===== config.mk =====
export PLATFORM = sky130hd
export DESIGN_NAME = udwc_host
export DESIGN_NICKNAME = d
export VERILOG_FILES = /design/src/rtl/udwc_timer.v /design/src/rtl/udwc_host.v
export VERILOG_INCLUDE_DIRS = /design/src /design/src/rtl
export SDC_FILE = /design/constraint.sdc
export NUM_CORES = 1
export LEC_CHECK = 0
export ABC_AREA = 1
export CORE_ASPECT_RATIO = 0.7
export CORE_MARGIN = 5
export CORE_UTILIZATION = 60
export CTS_CLUSTER_DIAMETER = 40
export DETAILED_ROUTE_END_ITERATION = 10
export DONT_BUFFER_PORTS = 1
export PLACE_DENSITY_LB_ADDON = 0.3
export SLEW_MARGIN = 5
export SYNTH_ARGS = -nofsm -noshare
export SYNTH_HDL_FRONTEND = slang
export SYNTH_SLANG_ARGS = --single-unit

===== constraint.sdc =====
create_clock -name clk -period 5.2 [get_ports clk]
set_input_delay 1.04 -clock clk [delete_from_list [all_inputs] [get_ports clk]]
set_output_delay 1.04 -clock clk [all_outputs]
set_load 0.01 [all_outputs]

===== src/rtl/udwc_defines.vh =====
`ifndef UDWC_DEFINES_VH
`define UDWC_DEFINES_VH

// ****************************************************************
// Timing figures as printed, and the clock they are counted against.
// ****************************************************************
`define UDWC_CLK_NS          50
`define UDWC_T_SETUP_NS      100
`define UDWC_T_STROBE_NS     1000
`define UDWC_T_GAP_NS        1000
`define UDWC_T_DESEL_NS      250
`define UDWC_T_DESEL_ST_MS   10
`define UDWC_NS_PER_MS       1000000
`define UDWC_T_DESEL_ST_NS   (`UDWC_T_DESEL_ST_MS * `UDWC_NS_PER_MS)

// Least times round up to whole cycles.
`define UDWC_CYC(ns) (((ns) + `UDWC_CLK_NS - 1) / `UDWC_CLK_NS)

// ****************************************************************
// Command codes.
// ****************************************************************
`define UDWC_CMD_DOWN   2'h0
`define UDWC_CMD_UP     2'h1
`define UDWC_CMD_STORE  2'h2
`define UDWC_CMD_DROP   2'h3

`endif


===== src/rtl/udwc_timer.v =====
`timescale 1ns/1ps
// ****************************************************************
// Down counter that reports when a loaded wait has elapsed.
// ****************************************************************
module udwc_timer #(
  parameter WIDTH = 18
) (
  input  wire             clk,      // System clock.
  input  wire             reset_n,  // Synchronous reset, active low.
  input  wire             load,     // Load a new wait this cycle.
  input  wire [WIDTH-1:0] count,    // Cycles to wait, at least one.
  output wire             done      // High while no wait is running.
);

  reg [WIDTH-1:0] cnt_r;

  // Loading count N keeps done low for exactly N cycles.
  always @(posedge clk) begin
    if (!reset_n) begin
      cnt_r <= {WIDTH{1'b0}};
    end else if (load) begin
      cnt_r <= count;
    end else if (cnt_r != {WIDTH{1'b0}}) begin
      cnt_r <= cnt_r - {{(WIDTH-1){1'b0}}, 1'b1};
    end
  end

  assign done = (cnt_r == {WIDTH{1'b0}});

endmodule


===== src/rtl/udwc_host.v =====
`timescale 1ns/1ps
`include "udwc_defines.vh"
// Contract
// - Raising select with the strobe low leaves the stored value alone.
// - The host holds select high from reset until a store or a nonzero step command.
// - After a store deselect, select stays high at least 10 ms.
// - After a plain deselect, select stays high at least 250 ns.
// - Select rises at least 1 us after the strobe's final level.
// - Direction may change while select stays low.
module udwc_host #(
  parameter STORE_WAIT = `UDWC_CYC(`UDWC_T_DESEL_ST_NS),  // Store hold.
  parameter TW         = 18       // Width of the wait timer.
) (
  input  wire       clk,        // System clock, 20 MHz.
  input  wire       reset_n,    // Synchronous reset, active low.
  input  wire       cmdValid,   // Command request.
  input  wire [1:0] cmdOp,      // Command code.
  input  wire [5:0] cmdSteps,   // Steps for up or down, 0 to 32.
  output reg        cmdReady,   // Idle and able to take a command.
  output reg        selectN,    // Select pin, active low.
  output reg        strobeN,    // Step strobe pin, active low edge.
  output reg        upDir,      // Direction pin, high moves up.
  output reg  [4:0] position,   // Mirrored wiper position.
  output reg        posKnown    // Set by a store release; cleared only by reset.
);

  // ****************************************************************
  // Timing counts.
  // ****************************************************************
  // Counts are worked out as integers, then cut to the timer width.
  localparam integer  N_SETUP  = `UDWC_CYC(`UDWC_T_SETUP_NS);
  localparam integer  N_STROBE = `UDWC_CYC(`UDWC_T_STROBE_NS);
  localparam integer  N_GAP    = `UDWC_CYC(`UDWC_T_GAP_NS);
  localparam integer  N_DESEL  = `UDWC_CYC(`UDWC_T_DESEL_NS);
  localparam integer  N_STWAIT = STORE_WAIT;
  localparam [TW-1:0] C_SETUP  = N_SETUP[TW-1:0];
  localparam [TW-1:0] C_STROBE = N_STROBE[TW-1:0];
  localparam [TW-1:0] C_GAP    = N_GAP[TW-1:0];
  localparam [TW-1:0] C_DESEL  = N_DESEL[TW-1:0];
  localparam [TW-1:0] C_STWAIT = N_STWAIT[TW-1:0];
  localparam [4:0]    POS_MAX  = 5'h1F;

  // ****************************************************************
  // States.
  // ****************************************************************
  localparam S_IDLE = 3'h0;
  localparam S_SEL  = 3'h1;
  localparam S_LOW  = 3'h2;
  localparam S_HIGH = 3'h3;
  localparam S_END  = 3'h4;
  localparam S_REST = 3'h5;

  // ****************************************************************
  // Registers.
  // ****************************************************************
  reg  [2:0]    state_r;
  reg  [2:0]    state_nxt;
  reg  [1:0]    op_r;
  reg  [5:0]    left_r;
  reg           store_r;
  reg           tLoad;
  reg  [TW-1:0] tCount;
  wire          tDone;

  // ****************************************************************
  // Wait timer.
  // ****************************************************************
  udwc_timer #(.WIDTH(TW)) uTimer (
    .clk     (clk),
    .reset_n (reset_n),
    .load    (tLoad),
    .count   (tCount),
    .done    (tDone)
  );

  // ****************************************************************
  // Sequencer.
  // ****************************************************************
  // Next state and timer loads.
  always @* begin
    state_nxt = state_r;
    tLoad     = 1'b0;
    tCount    = C_SETUP;
    case (state_r)
      S_IDLE: begin
        if (cmdValid && cmdReady) begin
          state_nxt = (cmdOp[1]) ? S_END : S_SEL;
          tCount    = cmdOp[1] ? C_GAP : (strobeN ? C_SETUP : C_STROBE);
          tLoad     = 1'b1;
        end
      end
      S_SEL: begin
        if (tDone) begin
          state_nxt = (left_r == 6'h00) ? S_IDLE : S_LOW;
          tCount    = C_STROBE;
          tLoad     = (left_r != 6'h00);
        end
      end
      S_LOW: begin
        if (tDone) begin
          // The last step leaves the strobe low for a plain release.
          state_nxt = (left_r == 6'h00) ? S_IDLE : S_HIGH;
          tCount    = C_STROBE;
          tLoad     = (left_r != 6'h00);
        end
      end
      S_HIGH: begin
        if (tDone) begin
          state_nxt = (left_r == 6'h00) ? S_IDLE : S_LOW;
          tCount    = C_STROBE;
          tLoad     = (left_r != 6'h00);
        end
      end
      S_END: begin
        if (tDone) begin
          state_nxt = S_REST;
          tCount    = store_r ? C_STWAIT : C_DESEL;
          tLoad     = 1'b1;
        end
      end
      S_REST: begin
        if (tDone) begin
          state_nxt = S_IDLE;
        end
      end
      default: begin
        state_nxt = S_IDLE;
      end
    endcase
  end

  // ****************************************************************
  // Pins and mirror.
  // ****************************************************************
  // Pin drive, mirror and bookkeeping.
  always @(posedge clk) begin
    if (!reset_n) begin
      state_r  <= S_IDLE;
      op_r     <= `UDWC_CMD_DOWN;
      left_r   <= 6'h00;
      store_r  <= 1'b0;
      cmdReady <= 1'b0;
      selectN  <= 1'b1;
      strobeN  <= 1'b1;
      upDir    <= 1'b0;
      position <= 5'h00;
      posKnown <= 1'b0;
    end else begin
      state_r  <= state_nxt;
      cmdReady <= (state_nxt == S_IDLE);
      case (state_r)
        S_IDLE: begin
          if (cmdValid && cmdReady) begin
            op_r    <= cmdOp;
            left_r  <= cmdSteps;
            store_r <= (cmdOp == `UDWC_CMD_STORE);
            if (!cmdOp[1]) begin
              // Select with the strobe high, direction set early. A
              // zero-step command moves no pin but the direction.
              upDir <= (cmdOp == `UDWC_CMD_UP);
              if (cmdSteps != 6'h00) begin
                selectN <= 1'b0;
                strobeN <= 1'b1;
              end
            end else if (cmdOp == `UDWC_CMD_STORE) begin
              // The strobe must be high when select rises.
              selectN <= 1'b0;
              strobeN <= 1'b1;
            end
            // A drop needs no pin here: every step ends with the strobe
            // low, so a held select already has it low, and a released
            // select has nothing to release.
          end
        end
        S_LOW, S_SEL, S_HIGH: begin
          if (tDone && (state_nxt == S_LOW)) begin
            strobeN <= 1'b0;
            left_r  <= left_r - 6'h01;
            if (op_r == `UDWC_CMD_UP) begin
              if (position != POS_MAX) begin
                position <= position + 5'h01;
              end
            end else if (position != 5'h00) begin
              position <= position - 5'h01;
            end
          end else if (tDone && (state_nxt == S_HIGH)) begin
            strobeN <= 1'b1;
          end
        end
        S_END: begin
          // Select rises only after the strobe held its level.
          if (tDone) begin
            // The strobe keeps its level, which picks store or not.
            selectN <= 1'b1;
            if (store_r) begin
              posKnown <= 1'b1;
            end
          end
        end
        S_REST: begin
          // Released and resting; the strobe returns high only at the
          // end, so no edge reaches a part that is still writing.
          if (tDone) begin
            strobeN <= 1'b1;
          end
        end
        default: begin
          strobeN <= strobeN;
        end
      endcase
    end
  end

  // The mirror starts at zero, not at the recalled position; a
  // saturating sync of 32 down steps pins both to tap zero, which is
  // how a user learns the true position after power-up.

endmodule


## Word level (Yosys, flattened, before mapping)

Cells that the tools add are included.

- Input port bits: 11
- Word-level logic and storage cells: 101
- Flip-flop bits (word level): 40
- Output and inout bits: 10

- $add $sub $neg: 4
- Bitwise operators: 1
- Multiplexer cells: 41
- Reductions and logical operators: 25
- Eq/ne operators: 19

Operators with widths:

| cell | count |
|---|---|
| 2-to-1 mux 18 bit | 4 |
| case mux 18 bit (3 select lines) | 1 |
| 2-to-1 mux 5 bit | 7 |
| logical NOT 18 bit | 1 |
| 2-to-1 mux 3 bit | 6 |
| nonzero test 18 bit | 1 |
| subtractor 18 x 1 -> 18 bit (second input constant) | 1 |
| case mux 3 bit (5 select lines) | 1 |
| 2-to-1 mux 1 bit | 14 |
| equality test 3 x 2 -> 1 bit (second input constant) | 4 |
| 2-to-1 mux 6 bit | 2 |
| case mux 6 bit (2 select lines) | 1 |
| nonzero test 6 bit | 2 |
| AND reduction 3 bit | 3 |
| nonzero test 2 bit | 4 |
| equality test 3 bit (second input constant) | 2 |
| logical NOT 3 bit | 2 |
| logical NOT 6 bit | 1 |
| inequality test 2 bit (second input constant) | 3 |
| inequality test 3 bit (second input constant) | 2 |
| case mux 1 bit (3 select lines) | 2 |
| AND reduction 6 bit | 1 |
| subtractor 6 x 1 -> 6 bit (second input constant) | 1 |
| adder 5 x 1 -> 5 bit (second input constant) | 1 |
| other kinds (18) | 23 |

## Logic depth before layout (Yosys ltp)

- Word-level depth: 9
- Mapped depth: 14
- Gate-level depth less buffers: 14

## Modules after synthesis

From an unflattened synthesis, not the netlist that was laid out.

- Cells, all modules: 431
- Area total of the unflattened synthesis: 2703.8 sq um

By module, submodules not included:

| module | area an instance (sq um) | instances | sequential area each (sq um) | cells each |
|---|---|---|---|---|
| udwc_host | 1457.6 | 1 | 440.4 | 224 |
| udwc_timer | 1246.2 | 1 | 360.3 | 207 |

## Worst setup path before layout

Ideal clock, no wire load.

- Path type: input to register
- Start point: input cmdValid
- End point: register left_r[4]
- Arrival time: 1.895 ns
- Required time: 5.087 ns
- Slack: 3.192 ns
- Path buffers: 0
- Library setup time: 0.113 ns
- Stages: 10
- Path through: nand2_1 -> nor2_2 -> nand2_1 -> nand3_2 -> nor2_4 -> nand2_2 -> nand2_4 -> inv_2 -> nor2_1 -> nor2_1

- Cells in the longest elaborated chain, start to end: 7
- Elaborated cells on any way between the ends: 8
- Classes of those cells: 3 x eq/ne; 2 x mux; 3 x reduce/logical

Ends and longest elaborated chain:

| what | line | RTL |
|---|---|---|
| start, declared | udwc_host.v:16 | `input wire cmdValid,` |
| logical AND 1 bit (*) | udwc_host.v:86, udwc_host.v:153 |  |
| 2-to-1 mux 3 bit | udwc_host.v:86 | `if (cmdValid && cmdReady) begin` |
| case mux 3 bit (5 select lines) | udwc_host.v:84 | `case (state_r)` |
| equality test 3 x 2 -> 1 bit | udwc_host.v:176 | `if (tDone && (state_nxt == S_LOW)) begin` |
| logical AND 1 bit | udwc_host.v:176 |  |
| inequality test 2 x 1 -> 1 bit (no line) | -- |  |
| AND reduction 3 bit (no line) (*) | -- |  |
| end signal, assigned | udwc_host.v:155 | `left_r <= cmdSteps;` |
| end signal, assigned | udwc_host.v:178 | `left_r <= left_r - 6'h01;` |
| end, declared | udwc_host.v:59 | `reg [5:0] left_r;` |

Every way passes the cells marked *; elsewhere a longest branch is shown, timed or not.
A chain may end at the register's enable or synchronous reset.

## Worst setup path in the final report

- Start point: register state_r[1]
- End point: register left_r[1]

- Cells in the longest elaborated chain, start to end: 7
- Elaborated cells on any way between the ends: 21
- Classes of those cells: 8 x eq/ne; 7 x mux; 6 x reduce/logical

Ends and longest elaborated chain:

| what | line | RTL |
|---|---|---|
| start, declared | udwc_host.v:56 | `reg [2:0] state_r;` |
| start signal, assigned | udwc_host.v:149 | `state_r <= state_nxt;` |
| equality test 3 x 1 -> 1 bit or equality test 3 x 2 -> 1 bit (tied branches) | udwc_host.v:84, udwc_host.v:151 |  |
| OR reduction 2 bit (no line) | -- |  |
| case mux 3 bit (5 select lines) | udwc_host.v:84 |  |
| equality test 3 x 2 -> 1 bit | udwc_host.v:176 |  |
| logical AND 1 bit | udwc_host.v:176 |  |
| inequality test 2 x 1 -> 1 bit (no line) | -- |  |
| AND reduction 3 bit (no line) | -- |  |

Parallel ways exist; a longest one is shown, timed or not.

==> qor.yml <==
status: "completed"
gp_congestion: 0.882
coreArea_mm2: 0.00363
min_period_over_period_pct: 46.9
postCtsSetupBuffers: 0
endpoint_kind: "register"
cts_max_path_buffers: 2
path_max_fanout: 12
port_buffers: 0
drv_slew: 0
antenna_found_initial: 0
dp_hpwl_um: 3820
hold_viol: 0
preCtsSetupSlack_ns: 2.84
grt_pass1_vias: 1884
area_delta_synth_final_pct: 4.87
cts-resized-gates: 0
p_sw_w: 0.000511
startpoint_type: "register"
rsz0062_at_grt: "false"
cts_buffers: 5
worst_pin_slew_ns: 0.718
top_usage_layer: "met1"
multi_input_area_mm2: 0.00131
gr-total-overflow: 0
grt_use_met2_pct: 30.4
globalRouteMet3Util_pct: 5.40
synth_top_area_share_pct: 34.6
p_leak_nw: 1.09
route.detailed.drc: 0
hold_ws_ns: 0.460
met1_usage_pct: 32.3
avgSynthCellArea_um2: 6.91
root_buffer: "clkbuf_8"
synth.top_cells.by_area: "dfxtp_1 (35%), nor2_1 (10%), nand2_1 (8.8%)"
postSynthCellCount: 335
antenna_cells: 0
final_cell_area_mm2: 0.00243
timing.fmax_mhz: 410
io_pins: 21
fp.dieW_um: 84.2
drt-initial-drc-count: 203
crit_type: "register to register"
netlist-cell-type-count: 31
setup_viol: 0
grt_max_degree: 18
vias: 2095
rows: 18
layout.nets: 353
rrSetupSlack_ns: 2.76
ys_seq_area_share_pct: 34.6
fill_cells: 306
dieHeight_um: 62.0
synth_nets: 352
placed_area_mm2: 0.00234
yosys_warnings: 0
mostFrequentLayoutCells: "nor2_1 (64), nand2_1 (54), inv_1 (42)"
cts_max_level: 2
cp.required_ns: 5.39
power_frac_seq_pct: 36.4
tns_ns: 0
synth-seq-cells: 40
synth_top_cell_by_area: "dfxtp_1"
clock_skew_ns: 0.00315
power.internal_w: 0.000647
relSlewSlack_pct: 52.0
grt_pass1_wl_um: 8820
cts.sinks: 40
firstDrtPassIters: 5
min-delay-path-class: "register to register"
cts_tree: "built"
arrival_ns: 2.63
dieArea_mm2: 0.00522
register_area_um2: 801
powerDensity_mw_per_mm2: 477
postCtsHoldBufs: 0
final_common_cell: "nor2_1"
worst_slack_ns: 2.76
grt.total_usage_pct: 21.7
initial_core_util_pct: 63.8
avgRoutedWirePerCell_um: 13.3
vdd_drop_max_mv: 0.244
netSwitchingFraction_pct: 44.1
antenna_left: 0
min_period_ns: 2.44
clkSlewWorstSetupHoldPaths_ns: 0.08
cap_violations: 0
clock_latency_ns: 0.30
drive_gt1_share_pct: 9.23
viasPerCell: 5.43
netlist_area_mm2: 0.00231
p_comb_share_pct: 46.0
clkPwrFrac_pct: 17.5
wirelength_um: 5130
==> worst max-delay path: stages, from the launching register on <==
cell and delay, ns:
dfxtp_1 0.43, nor2_1 0.12, nor2_1 0.57, inv_1 0.28, nor3_2 0.47, nand2_2 0.14
nand2_4 0.13, inv_2 0.07, nor2_1 0.09, nor2_1 0.06
==> power groups by stage <==
stage          Sequential, W  Combinational (W)  Clock [W]
2_1_floorplan       0.000413           0.000447          0
3_3_place_gp        0.000426           0.000513          0
3_5_place_dp        0.000426           0.000522          0
4_1_cts             0.000420           0.000527   0.000203
5_1_grt             0.000429           0.000597   0.000219
6_report            0.000422           0.000533   0.000203
==> flip-flops by register name, summed over array words and instances (netlist names) <==
register and count:
selectN 1, uTimer.cnt_r 18, posKnown 1, left_r 6, state_r 3, upDir 1, cmdReady 1, position 5
op_r 2, store_r 1, strobeN 1
==> kinds of logic (layout without fill, tap and decap cells) <==
| group | Yosys count | count (layout) | share of synthesized area (%) |
|---|---|---|---|
| adder cells (fa/ha/maj) | 6 | 6 | 3.57 |
| AO/OA/AOI/OAI | 51 | 51 | 11.6 |
| AND/OR/NAND/NOR | 171 | 171 | 35.5 |
| XOR/XNOR | 16 | 16 | 6.06 |
| flip-flops | 40 | 40 | 34.6 |
| buffers and inverters | 51 | 52 | 8.65 |
==> worst paths after layout <==
kind                         startpoint                endpoint  cells past startpoint
setup / recovery  state_r[1]$_SDFF_PN0_  left_r[1]$_SDFFE_PN0P_                      9
hold / removal     op_r[1]$_SDFFE_PN0P_    op_r[1]$_SDFFE_PN0P_                      2
setup reg to reg  state_r[1]$_SDFF_PN0_  left_r[1]$_SDFFE_PN0P_                      9
hold reg to reg    op_r[1]$_SDFFE_PN0P_    op_r[1]$_SDFFE_PN0P_                      2
==> through the flow <==
stage	total power (W)	utilization, %	cells
5_1_grt	0.00125	66.9	386
3_5_place_dp	0.000948	64.7	379
4_1_cts	0.00115	66.9	386
6_report	0.00116	66.9	386
2_1_floorplan	0.000860	-	335
3_3_place_gp	0.000939	64.7	379
==> synth_stat cells <==
cell type / n
a21oi_1: 17
o21a_1: 1
nor3_2: 1
nor4_1: 1
o211ai_1: 1
nand3_2: 3
a211oi_1: 1
nand2_1: 54
inv_2: 3
nor2_8: 1
nand3_1: 14
inv_1: 42
nor3_1: 5
o21ai_1: 6
buf_2: 1
clkbuf_1: 4
nor2_4: 4
nand4_1: 12
xor2_1: 9
xnor2_1: 7
nand2_4: 2
a31oi_1: 5
o21ai_0: 20
nand3_4: 1
fa_1: 1
nor2_2: 2
nand2_2: 7
dfxtp_1: 40
ha_1: 5
nor2_1: 64
buf_6: 1
==> layout make-up <==
class,instances,area share [%]
well taps,50,2.58
flip-flops and latches,40,33.0
multi-input cells,244,54.1
clock buffers,5,2.84
clock inverters,2,0.516
inverters,45,6.96
==> layer usage <==
layer / vias to the layer above / part of all wire [%]
li1: 1079 / -
met1: 923 / 50
met2: 84 / 39
met3: 9 / 10
met4: 0 / 1.1
met5: - / 0
No activity file was read; power rests on OpenSTA's default activity.
